===== config.mk =====
export PLATFORM = sky130hd
export DESIGN_NAME = playback_protect_regs
export DESIGN_NICKNAME = d
export VERILOG_FILES = /design/src/core/playback_cfg_pkg.sv /design/src/core/limiter_route.sv /design/src/core/supply_limit_atten.sv /design/src/core/playback_protect_regs.sv
export SDC_FILE = /design/constraint.sdc
export NUM_CORES = 1
export LEC_CHECK = 0
export BUFFER_PORTS_ARGS = -buffer_cell sky130_fd_sc_hd__buf_4
export CORE_MARGIN = 2
export CORE_UTILIZATION = 42
export CTS_BUF_LIST = sky130_fd_sc_hd__clkbuf_4 sky130_fd_sc_hd__clkbuf_8
export DETAILED_ROUTE_END_ITERATION = 16
export PLACE_DENSITY = 0.77
export SLEW_MARGIN = 30
export SYNTH_ARGS = -nofsm -noshare
export SYNTH_HDL_FRONTEND = slang
export SYNTH_HIERARCHICAL = 1
export SYNTH_SLANG_ARGS = --single-unit
export TNS_END_PERCENT = 50

===== constraint.sdc =====
create_clock -name ref_clk -period 5.2 [get_ports ref_clk]
set_input_delay 0.52 -clock ref_clk [delete_from_list [all_inputs] [get_ports ref_clk]]
set_output_delay 0.52 -clock ref_clk [all_outputs]
set_load 0.05 [all_outputs]

===== src/core/playback_cfg_pkg.sv =====
package playback_cfg_pkg;
  localparam int SAMPLE_W = 16;
  localparam logic [7:0] LIMIT_ROUTE_ADDR = 8'h23;
  localparam logic [7:0] GAIN_COMP_ADDR = 8'h24;
  localparam logic [7:0] SUPPLY_LIMIT_ADDR = 8'h2b;
  localparam logic [7:0] MIXER_ADDR = 8'h2c;
  localparam logic [7:0] PROTECT_ADDR = 8'h2d;
  localparam logic [7:0] UNDERVOLT_ADDR = 8'h2e;
  localparam logic [7:0] ZERO_RESET = 8'h00;
  localparam logic [7:0] UNDERVOLT_RESET = 8'hbf;
  // Writable bits per register; reserved positions are never stored.
  localparam logic [7:0] LIMIT_ROUTE_MASK = 8'hf0;
  localparam logic [7:0] GAIN_COMP_MASK = 8'hff;
  localparam logic [7:0] SUPPLY_LIMIT_MASK = 8'hfc;
  localparam logic [7:0] MIXER_MASK = 8'hf0;
  localparam logic [7:0] PROTECT_MASK = 8'hef;
  localparam logic [7:0] UNDERVOLT_MASK = 8'hff;
  localparam int DETECT_LO = 6;
  localparam int APPLY_LO = 4;
  localparam int LIMITER_ON_BIT = 7;
  localparam int ATTEN_LO = 4;
  localparam int SENSED_BIT = 3;
  localparam int RELEASE_BIT = 2;
  localparam int AUTO_GAIN_LO = 4;
  localparam int COMPRESS_LO = 0;
  localparam int MIXER_LO = 4;
  localparam int DISTORT_BIT = 7;
  localparam int BATTERY_BIT = 6;
  localparam int HEAT_BIT = 5;
  localparam int GEN_ONE_BIT = 3;
  localparam int GEN_TWO_BIT = 2;
  localparam int ROUTE_BIT = 1;
  localparam int CUTOFF_BIT = 0;
  localparam int ATTEN_LEVELS = 7;
  // Sensed supply below each level adds one 6 dB attenuation step.
  localparam logic [7:0] ATTEN_LEVEL [ATTEN_LEVELS] =
    '{8'hc0, 8'hb0, 8'ha0, 8'h90, 8'h80, 8'h70, 8'h60};
  typedef enum logic [1:0] {DET_MAX, DET_ONE, DET_ZERO, DET_AVG} detect_src_t;
  typedef enum logic [1:0] {APP_BOTH, APP_ONE, APP_ZERO, APP_NONE} apply_t;
  typedef struct packed {
    logic [7:0] limit_route;
    logic [7:0] gain_comp;
    logic [7:0] supply_limit;
    logic [7:0] mixer;
    logic [7:0] protect;
    logic [7:0] undervolt;
  } cfg_regs_t;
  typedef struct packed {
    logic [3:0] auto_gain_on;
    logic [3:0] range_compress_on;
    logic [3:0] mixer_on;
    logic distortion_on;
    logic battery_guard_on;
    logic heat_foldback_on;
    logic gen_one_on;
    logic gen_two_on;
  } enables_t;
endpackage


===== src/core/limiter_route.sv =====
`timescale 1ns/10ps
module limiter_route
  import playback_cfg_pkg::*;
(
  input wire logic ref_clk,
  input wire logic nrst,
  input wire logic signed [SAMPLE_W-1:0] playback_input_zero,
  input wire logic signed [SAMPLE_W-1:0] playback_input_one,
  input wire detect_src_t limiter_detect_source,
  input wire apply_t limiter_apply_target,
  output logic signed [SAMPLE_W-1:0] detect_sample,
  output logic apply_zero,
  output logic apply_one
);
  typedef struct packed {
    logic signed [SAMPLE_W-1:0] det;
    logic app_zero;
    logic app_one;
  } route_state_t;
  route_state_t st, next_st;
  logic signed [SAMPLE_W:0] sum;

  always_comb begin
    next_st = st;
    sum = (SAMPLE_W+1)'(playback_input_zero) +
      (SAMPLE_W+1)'(playback_input_one);
    case (limiter_detect_source)
      DET_MAX: next_st.det = (playback_input_zero > playback_input_one) ?
        playback_input_zero : playback_input_one;
      DET_ONE: next_st.det = playback_input_one;
      DET_ZERO: next_st.det = playback_input_zero;
      default: next_st.det = sum[SAMPLE_W:1];
    endcase
    next_st.app_zero = (limiter_apply_target == APP_BOTH) ||
      (limiter_apply_target == APP_ZERO);
    next_st.app_one = (limiter_apply_target == APP_BOTH) ||
      (limiter_apply_target == APP_ONE);
  end

  always_ff @(posedge ref_clk) begin
    if (!nrst) begin
      st <= '0;
    end else begin
      st <= next_st;
    end
  end

  assign detect_sample = st.det;
  assign apply_zero = st.app_zero;
  assign apply_one = st.app_one;
endmodule // limiter_route


===== src/core/supply_limit_atten.sv =====
`timescale 1ns/10ps
module supply_limit_atten
  import playback_cfg_pkg::*;
(
  input wire logic ref_clk,
  input wire logic nrst,
  input wire logic power_limiter_on,
  input wire logic attenuation_from_sensed_voltage,
  input wire logic attenuation_release_on,
  input wire logic [2:0] power_limiter_attenuation,
  input wire logic limit_pin,
  input wire logic [7:0] sensed_supply,
  output logic [2:0] atten_step
);
  typedef struct packed {
    logic [2:0] atten;
  } atten_state_t;
  atten_state_t st, next_st;
  logic [ATTEN_LEVELS-1:0] below;
  logic [2:0] target;

  for (genvar i = 0; i < ATTEN_LEVELS; i++) begin : g_level
    assign below[i] = sensed_supply < ATTEN_LEVEL[i];
  end

  always_comb begin
    next_st = st;
    if (attenuation_from_sensed_voltage) begin
      target = 3'($countones(below));
    end else begin
      target = limit_pin ? power_limiter_attenuation : 3'h0;
    end
    if (!power_limiter_on) begin
      next_st.atten = 3'h0;
    end else if (attenuation_release_on || target > st.atten) begin
      next_st.atten = target;
    end
  end

  always_ff @(posedge ref_clk) begin
    if (!nrst) begin
      st <= '0;
    end else begin
      st <= next_st;
    end
  end

  assign atten_step = st.atten;
endmodule // supply_limit_atten


===== src/core/playback_protect_regs.sv =====
// Notes on behaviour
// - Detect source: 0 max, 1 input one, 2 input zero, 3 average.
// - Limiter gain applied: 0 both, 1 input one, 2 input zero, 3 none.
// - Bits 7 to 4 enable auto gain on channels one to four.
// - Bits 3 to 0 enable range compression on channels one to four.
// - Power limiter runs on bit 7; bits 6-4 give 6 dB steps.
// - Bit 3 clear uses pin and field; set uses sensed voltage table.
// - Without release bit, attenuation drops only when bit 7 clears; with it, it may recover.
// - Bits 7 to 4 enable the four internal mixers.
// - Distortion limiter runs only while protection bit 7 is one.
// - Battery protection runs only while protection bit 6 is one.
// - Thermal foldback runs only while protection bit 5 is one.
// - Generators one and two enabled by bits 3 and 2.
// - Bit 1 routes supply samples to processing; zero is reserved.
// - Undervolt cutoff enabled only while protection bit 0 is one.
// - Undervolt level resets to 0xbf; the other registers to zero.
// - Undervolt level is eight bits compared with the sensed supply.
`timescale 1ns/10ps
module playback_protect_regs (
  input wire logic ref_clk,
  input wire logic nrst,
  input wire logic [7:0] reg_addr,
  input wire logic reg_wr,
  input wire logic [7:0] reg_wdata,
  output logic [7:0] reg_rdata,
  input wire logic signed [playback_cfg_pkg::SAMPLE_W-1:0] playback_input_zero,
  input wire logic signed [playback_cfg_pkg::SAMPLE_W-1:0] playback_input_one,
  input wire logic limit_pin,
  input wire logic [7:0] sensed_supply,
  output logic signed [playback_cfg_pkg::SAMPLE_W-1:0] detect_sample,
  output logic apply_zero,
  output logic apply_one,
  output logic [2:0] atten_step,
  output playback_cfg_pkg::enables_t enables,
  output logic supply_sample_route,
  output logic undervolt_shutdown
);
  import playback_cfg_pkg::*;

  typedef struct packed {
    cfg_regs_t regs;
    logic [1:0] pin_sync;
    logic [7:0] rdata;
    logic cutoff;
  } bank_state_t;

  bank_state_t st, next_st;
  logic hit_limit, hit_gain, hit_supply, hit_mixer, hit_protect, hit_uv;

  assign hit_limit = reg_wr && reg_addr == LIMIT_ROUTE_ADDR;
  assign hit_gain = reg_wr && reg_addr == GAIN_COMP_ADDR;
  assign hit_supply = reg_wr && reg_addr == SUPPLY_LIMIT_ADDR;
  assign hit_mixer = reg_wr && reg_addr == MIXER_ADDR;
  assign hit_protect = reg_wr && reg_addr == PROTECT_ADDR;
  assign hit_uv = reg_wr && reg_addr == UNDERVOLT_ADDR;

  always_comb begin
    next_st = st;
    // Masking on write keeps reserved positions at zero whatever is sent.
    if (hit_limit) begin
      next_st.regs.limit_route = reg_wdata & LIMIT_ROUTE_MASK;
    end
    if (hit_gain) begin
      next_st.regs.gain_comp = reg_wdata & GAIN_COMP_MASK;
    end
    if (hit_supply) begin
      next_st.regs.supply_limit = reg_wdata & SUPPLY_LIMIT_MASK;
    end
    if (hit_mixer) begin
      next_st.regs.mixer = reg_wdata & MIXER_MASK;
    end
    if (hit_protect) begin
      next_st.regs.protect = reg_wdata & PROTECT_MASK;
    end
    if (hit_uv) begin
      next_st.regs.undervolt = reg_wdata & UNDERVOLT_MASK;
    end
    // The pin is asynchronous, so it passes two flops first.
    next_st.pin_sync = {st.pin_sync[0], limit_pin};
    case (reg_addr)
      LIMIT_ROUTE_ADDR: next_st.rdata = st.regs.limit_route;
      GAIN_COMP_ADDR: next_st.rdata = st.regs.gain_comp;
      SUPPLY_LIMIT_ADDR: next_st.rdata = st.regs.supply_limit;
      MIXER_ADDR: next_st.rdata = st.regs.mixer;
      PROTECT_ADDR: next_st.rdata = st.regs.protect;
      UNDERVOLT_ADDR: next_st.rdata = st.regs.undervolt;
      default: next_st.rdata = 8'h00;
    endcase
    next_st.cutoff = st.regs.protect[CUTOFF_BIT] &&
      sensed_supply < st.regs.undervolt;
  end

  always_ff @(posedge ref_clk) begin
    if (!nrst) begin
      st.regs.limit_route <= ZERO_RESET;
      st.regs.gain_comp <= ZERO_RESET;
      st.regs.supply_limit <= ZERO_RESET;
      st.regs.mixer <= ZERO_RESET;
      st.regs.protect <= ZERO_RESET;
      st.regs.undervolt <= UNDERVOLT_RESET;
      st.pin_sync <= 2'h0;
      st.rdata <= 8'h00;
      st.cutoff <= 1'b0;
    end else begin
      st <= next_st;
    end
  end

  assign reg_rdata = st.rdata;
  assign undervolt_shutdown = st.cutoff;
  assign enables.auto_gain_on =
    st.regs.gain_comp[AUTO_GAIN_LO +: 4];
  assign enables.range_compress_on =
    st.regs.gain_comp[COMPRESS_LO +: 4];
  assign enables.mixer_on = st.regs.mixer[MIXER_LO +: 4];
  assign enables.distortion_on = st.regs.protect[DISTORT_BIT];
  assign enables.battery_guard_on = st.regs.protect[BATTERY_BIT];
  assign enables.heat_foldback_on = st.regs.protect[HEAT_BIT];
  assign enables.gen_one_on = st.regs.protect[GEN_ONE_BIT];
  assign enables.gen_two_on = st.regs.protect[GEN_TWO_BIT];
  // Zero here is reserved; the path is simply left unrouted then.
  assign supply_sample_route = st.regs.protect[ROUTE_BIT];

  limiter_route u_route (
    .ref_clk(ref_clk),
    .nrst(nrst),
    .playback_input_zero(playback_input_zero),
    .playback_input_one(playback_input_one),
    .limiter_detect_source(
      detect_src_t'(st.regs.limit_route[DETECT_LO +: 2])),
    .limiter_apply_target(
      apply_t'(st.regs.limit_route[APPLY_LO +: 2])),
    .detect_sample(detect_sample),
    .apply_zero(apply_zero),
    .apply_one(apply_one)
  );

  supply_limit_atten u_atten (
    .ref_clk(ref_clk),
    .nrst(nrst),
    .power_limiter_on(st.regs.supply_limit[LIMITER_ON_BIT]),
    .attenuation_from_sensed_voltage(
      st.regs.supply_limit[SENSED_BIT]),
    .attenuation_release_on(st.regs.supply_limit[RELEASE_BIT]),
    .power_limiter_attenuation(st.regs.supply_limit[ATTEN_LO +: 3]),
    .limit_pin(st.pin_sync[1]),
    .sensed_supply(sensed_supply),
    .atten_step(atten_step)
  );

  logic pl_on, pl_sensed, pl_release;
  logic [2:0] pl_code;
  assign pl_on = st.regs.supply_limit[LIMITER_ON_BIT];
  assign pl_sensed = st.regs.supply_limit[SENSED_BIT];
  assign pl_release = st.regs.supply_limit[RELEASE_BIT];
  assign pl_code = st.regs.supply_limit[ATTEN_LO +: 3];
  logic mapped;
  logic signed [SAMPLE_W:0] pair_sum;
  assign mapped = reg_addr inside {LIMIT_ROUTE_ADDR, GAIN_COMP_ADDR,
    SUPPLY_LIMIT_ADDR, MIXER_ADDR, PROTECT_ADDR, UNDERVOLT_ADDR};
  // Seventeen bits keep the sum of two full scale samples from wrapping.
  assign pair_sum = (SAMPLE_W+1)'(playback_input_zero) +
    (SAMPLE_W+1)'(playback_input_one);
endmodule // playback_protect_regs


## Yosys cells after proc, flatten, opt, wreduce, memory -nomap -nowiden

Index checks and enable logic that the tools add are counted.

| storage, ports and cells | value |
|---|---|
| word-level logic and storage cells | 58 |
| bits of input ports | 60 |
| output and inout bits | 48 |
| register bits after elaboration | 69 |

| cells by class | value |
|---|---|
| eq/ne operators | 10 |
| $add $sub $neg | 7 |
| mux-type cells | 5 |
| $lt $le $gt $ge | 10 |
| reduce and logical (&&, ||, !) cells | 13 |

Operators by type and width:

| operator | number |
|---|---|
| == test 8 x 6 -> 1 bit (second input constant) | 6 |
| case mux 16 bit (3 select lines) | 1 |
| case mux 8 bit (6 select lines) | 1 |
| < comparator 8 bit (second input constant) | 5 |
| adder 16 x 16 -> 17 bit | 1 |
| greater-than comparator 16 bit | 1 |
| < comparator 8 x 7 -> 1 bit (second input constant) | 2 |
| 2-to-1 mux 16 bit | 1 |
| < comparator 8 bit | 1 |
| logical AND 1 bit | 7 |
| adder 1 x 1 -> 2 bit | 3 |
| adder 3 bit | 2 |
| 2-to-1 mux 3 bit | 2 |
| == test 2 x 1 -> 1 bit (second input constant) | 2 |
| == test 2 bit (second input constant) | 2 |
| zero test 2 bit | 2 |
| adder 3 x 1 -> 3 bit | 1 |
| greater-than comparator 3 bit | 1 |
| logical OR 1 bit | 3 |
| AND reduction 2 bit | 1 |

## Logic depth before layout (Yosys ltp)

| logic depth | value |
|---|---|
| word-level depth | 7 |
| depth in mapped cells | 15 |
| mapped depth without buffers | 15 |

## Cells and area by module

Netlist, hierarchy kept.

By module, submodules not included:

| module | area an instance (um^2) | cells an instance | sequential area each (um^2) | times used |
|---|---|---|---|---|
| playback_protect_regs | 2357.3 | 258 | 960.9 | 1 |
| limiter_route | 2013.2 | 258 | 360.3 | 1 |
| supply_limit_atten | 387.9 | 47 | 60.1 | 1 |

## Worst setup path after synthesis

Ideal clock, no wire load.

| timing | value |
|---|---|
| kind | input -> register |
| start point | input sensed_supply[7] |
| end point | register u_atten.st (netlist bit u_atten/atten_step[0]) |
| buffers on the path | 0 |
| arrival | 3549 ps |
| stages on the path | 14 |
| setup time | 66 ps |
| path slack | 1584 ps |
| data required time | 5134 ps |
| cells stage by stage | inv_1 nor3_1 ha_1 inv_1 fa_1 inv_1 fa_1 inv_1 fa_1 mux2i_1 ha_1 a2111oi_4 o21ai_1 a21oi_2 |

| on the way | value |
|---|---|
| longest elaborated chain between the ends | 7 |
| elaborated cells between the ends (all ways) | 16 |
| classes of those cells | add/sub: 6; order compare: 8; mux: 1; reduce/logical: 1 |

Ends and longest elaborated chain:

| what | line | source |
|---|---|---|
| start: declaration | playback_protect_regs.sv:29 | `input wire logic [7:0] sensed_supply,` |
| < comparator 8 bit / < comparator 8 x 7 -> 1 bit (equally long branches) | supply_limit_atten.sv:23 | `assign below[i] = sensed_supply < ATTEN_LEVEL[i];` |
| adder 1 x 1 -> 2 bit (not written as such) | supply_limit_atten.sv:29 | `target = 3'($countones(below));` |
| adder 3 bit (not written as such) / adder 3 x 1 -> 3 bit (equally long branches) | supply_limit_atten.sv:29 |  |
| adder 3 bit (not written as such) (*) | supply_limit_atten.sv:29 |  |
| 2-to-1 mux 3 bit (*) | supply_limit_atten.sv:28 | `if (attenuation_from_sensed_voltage) begin` |
| via u_atten.target[1] | supply_limit_atten.sv:20 | `logic [2:0] target;` |
| greater-than comparator 3 bit (*) | supply_limit_atten.sv:35 | `end else if (attenuation_release_on \|\| target > st.atten) begin` |
| logical OR 1 bit (*) | supply_limit_atten.sv:35 |  |
| end signal: assignment | supply_limit_atten.sv:44 | `st <= next_st;` |
| end: declaration | supply_limit_atten.sv:18 | `atten_state_t st, next_st;` |

Mark *: on every way through the listed nets, which the timed path passes. The rest lies on a longest branch.
A chain may end at the register's enable or synchronous reset.

## Worst setup path in the final report

| timing | value |
|---|---|
| start point | input sensed_supply[7] |
| end point | register u_atten.st (netlist bit u_atten/atten_step[1]) |

| on the way | value |
|---|---|
| longest elaborated chain between the ends | 7 |
| elaborated cells between the ends (all ways) | 16 |
| classes of those cells | add/sub: 6; order compare: 8; mux: 1; reduce/logical: 1 |

Ends and longest elaborated chain:

| what | line |
|---|---|
| < comparator 8 bit / < comparator 8 x 7 -> 1 bit (equally long branches) | supply_limit_atten.sv:23 |
| adder 1 x 1 -> 2 bit (not written as such) | supply_limit_atten.sv:29 |
| adder 3 bit (not written as such) / adder 3 x 1 -> 3 bit (equally long branches) | supply_limit_atten.sv:29 |
| adder 3 bit (not written as such) (*) | supply_limit_atten.sv:29 |
| 2-to-1 mux 3 bit (*) | supply_limit_atten.sv:28 |
| via u_atten.target[1] | supply_limit_atten.sv:20 |
| greater-than comparator 3 bit | supply_limit_atten.sv:35 |
| logical OR 1 bit | supply_limit_atten.sv:35 |

Marks and branches as above.

==> results by group <==
Critical path
  – Cell mode on critical path: inv_1
  – Arrival time worst endpoint: 3.88 ns
  – Startpoint types: input port
  – Setup CP Type: in2reg
  – Worst-path cell chain: buf_4, inv_1, nor3_1, ha_1, inv_1, fa_1, inv_1, fa_1, inv_1, fa_1, mux2i_1, ha_1, a2111oi_4, o21a_1, nor3_1
  – CP max FO: 6
  – Largest delay contributor family on the critical path: adder cells
  – CP max-delay cell: fa_1
  – Critical Path Max Stage Delay: 0.53 ns
  – Critical Path End Type: register
  – Worst EP required: approximately 5.4 ns
  – Buf+Inv Stages, Crit Path: 5

Floorplanning
  – Die width: 110 µm
  – IO Count: about 110
  – Row count: 38
  – Core ar.: about 11000 µm²
  – Initial Utilization: 0.435
  – Height of the chip: roughly 110 µm
  – Die Area: 12200 µm²

CTS
  – Clock Pin Slew Worst Setup and Hold Paths: about 0.070 ns
  – Num CTS Buffers: 9
  – Hold buffer count at cts: 0
  – CTS Buffer Depth: 2
  – Clk Latency, worst-skew pair: 0.35 ns
  – # H-tree levels: 3
  – Clk sinks: 69
  – Clk root buf: clkbuf_8
  – Postcts setup bufs: 0
  – PostCTS Resize Cnt: 0
  – CTS tree: yes

Logic synthesis
  – Syn_area_per_cell: 8.45 µm²
  – Top_reg_cell synth: dfxtp_1
  – Most common cell in the netlist: dfxtp_1
  – Number of synthesized flops with an enable pin: 0
  – Number of distinct library cells after synthesis: 64
  – Cell taking the most area after synthesis: dfxtp_1
  – Yosys reg bits: between 60 and 70
  – Async SR Flop Fraction: 0
  – Synthesized cell area: approximately 4800 µm²
  – Post-synth top area share: 0.290
  – Synth warn: 6
  – Post-synthesis cell count: around 560
  – Register area share after synthesis: 0.290
  – Largest cells by area after synthesis: dfxtp_1, ha_1, mux2i_1
  – Most common library cells after synthesis: dfxtp_1, ha_1, inv_1
  – Mapped Nets: 670

Place
  – RePlAce Congestion: 0.879
  – Port-buffer cells: 107
  – DP HPWL: 9500 µm

Detailed routing
  – Wirelength, routed: roughly 13000 µm
  – Met1 wire length: between 5000 and 6000 µm
  – Residual DRC: 0
  – Met2 WL: 6220 µm
  – Vias: between 4000 and 5000
  – DR WL met3: 802 µm
  – Initial DRC Count: around 220
  – Drt pass-1 iters: 5
  – DR WL/cell: 16.0 µm
  – Top sig layer: met4
  – Vias/cell: 5.62
  – Antenna-violating nets left: 0

STA
  – Highest clock rate: 0.274 GHz
  – Final setup viols: 0
  – Final Cycle Share: 0.701
  – Fin Clk Skew: approximately 0.015 ns
  – Slew headroom: 0.395
  – Post-layout min period: 3.65 ns
  – Setup TNS: 0 ns
  – RSZ-0062 raised after global routing: no
  – Final Hold Viols: 0
  – Worst slew pin tran: 0.885 ns
  – Slew Limit Fails: 0

GRT
  – First-pass GRT wire length: 20000 µm
  – Aggregate global routing overflow: 0
  – Pin count of the biggest net entering global routing: 62
  – Antenna violations before repair: 0
  – Total GRT Usage: 0.198
  – Number of global-route vias before repair: 4251

Layout
  – Post-layout util: 0.520
  – Layout area overhead: 19.5%
  – # diodes: 0
  – Share of cells above drive strength 1: 0.214
  – Layout Nets: 743
  – Fill cells: 1038

Hold path
  – Hold/Removal Path Class: in2reg

Power
  – VDD IR max: 0.152 mV
  – Power density over the cells: 251 nW/µm²
  – Pleak: 2.61 nW

Job
  – # Max-Cap Violations: 0

Status
  – Status: completed
through the flow:
| stage | hold slack [ns] | instances | total power, W | worst slack [ns] | area (µm²) |
|---|---|---|---|---|---|
| 2_1_floorplan | 0.412 | 563 | 0.000803 | 1.58 | 4760 |
| 3_3_place_gp | 0.429 | 765 | 0.000911 | 1.37 | 5460 |
| 3_5_place_dp | 0.430 | 765 | 0.000918 | 1.20 | 5460 |
| 4_1_cts | 0.376 | 781 | 0.00144 | 1.57 | 5690 |
| 5_1_grt | 0.382 | 781 | 0.00149 | 1.33 | 5690 |
| 6_report | 0.387 | 781 | 0.00143 | 1.56 | 5690 |
final timing paths:
path	start	cells after the start	endpoint	slack [ns]
worst max-delay path	sensed_supply[7]	15	u_atten/atten_step[1]	1.56
worst min-delay path	limit_pin	2	next_st[10]	0.39
worst max register to register	pl_sensed	6	u_atten/atten_step[1]	3.20
worst min register to register	next_st[10]	1	st[10]	0.44
placed cells by master (no fill, tap or decap), drive strengths merged, types with 3 or more instances in the layout:
cell / instances
a211oi: 9
a21oi: 31
a22o: 5
a22oi: 7
a31oi: 3
and2: 5
buf: 108
clkbuf: 9
clkinv: 3
dfxtp: 69
fa: 4
ha: 43
inv: 46
mux2i: 27
nand2: 38
nand2b: 6
nand3: 27
nand3b: 3
nand4: 8
nor2: 30
nor2b: 22
nor3: 16
nor4: 3
o211ai: 4
o21a: 6
o21ai: 32
o21bai: 4
o221ai: 5
o22a: 5
o22ai: 11
o31ai: 5
or3: 6
xnor2: 9
per-layer routing:
| metal | GRT usage | up-vias |
|---|---|---|
| li1 | - | 2148 |
| met1 | 0.230 | 2030 |
| met2 | 0.357 | 174 |
| met3 | 0.0373 | 34 |
| met4 | 0.0817 | 0 |
| met5 | 0 | - |
report_power, final:
group / leakage (nW) / internal, W / switching, W
Combinational: 1.93 / 0.000141 / 0.000219
Sequential: 0.562 / 0.000544 / 0.00000530
Clock: 0.116 / 0.000279 / 0.000240
Total: 2.61 / 0.000964 / 0.000464
sequential cells by signal (all words and copies together) (netlist names), 3 cells and up:
register	count
reg_rdata	8
st	14
u_atten/atten_step	3
pl_code	3
u_route/detect_sample	16
enables	17
area by class of cell:
cell class | instances | area, µm² | share of cell area
Timing Repair Buffer | 108 | 811 | 0.143
Inverter | 44 | 165 | 0.0290
Clock inverter | 7 | 106 | 0.0187
Multi-Input combinational cell | 404 | 2930 | 0.514
Sequential cell | 69 | 1380 | 0.243
Clock buffer | 9 | 124 | 0.0218
Tap cell | 140 | 175 | 0.0308
logic make-up after synthesis:
family	Yosys count	synth area share
AOI/OAI and AO/OA	145	0.207
buffers and inverters	90	0.0949
DFF	69	0.290
xor gates and xnor gates	10	0.0184
and+or+nand+nor	173	0.197
adders and majority gates	47	0.130
muxes	29	0.0615
Power figures use the tool's default switching activity.
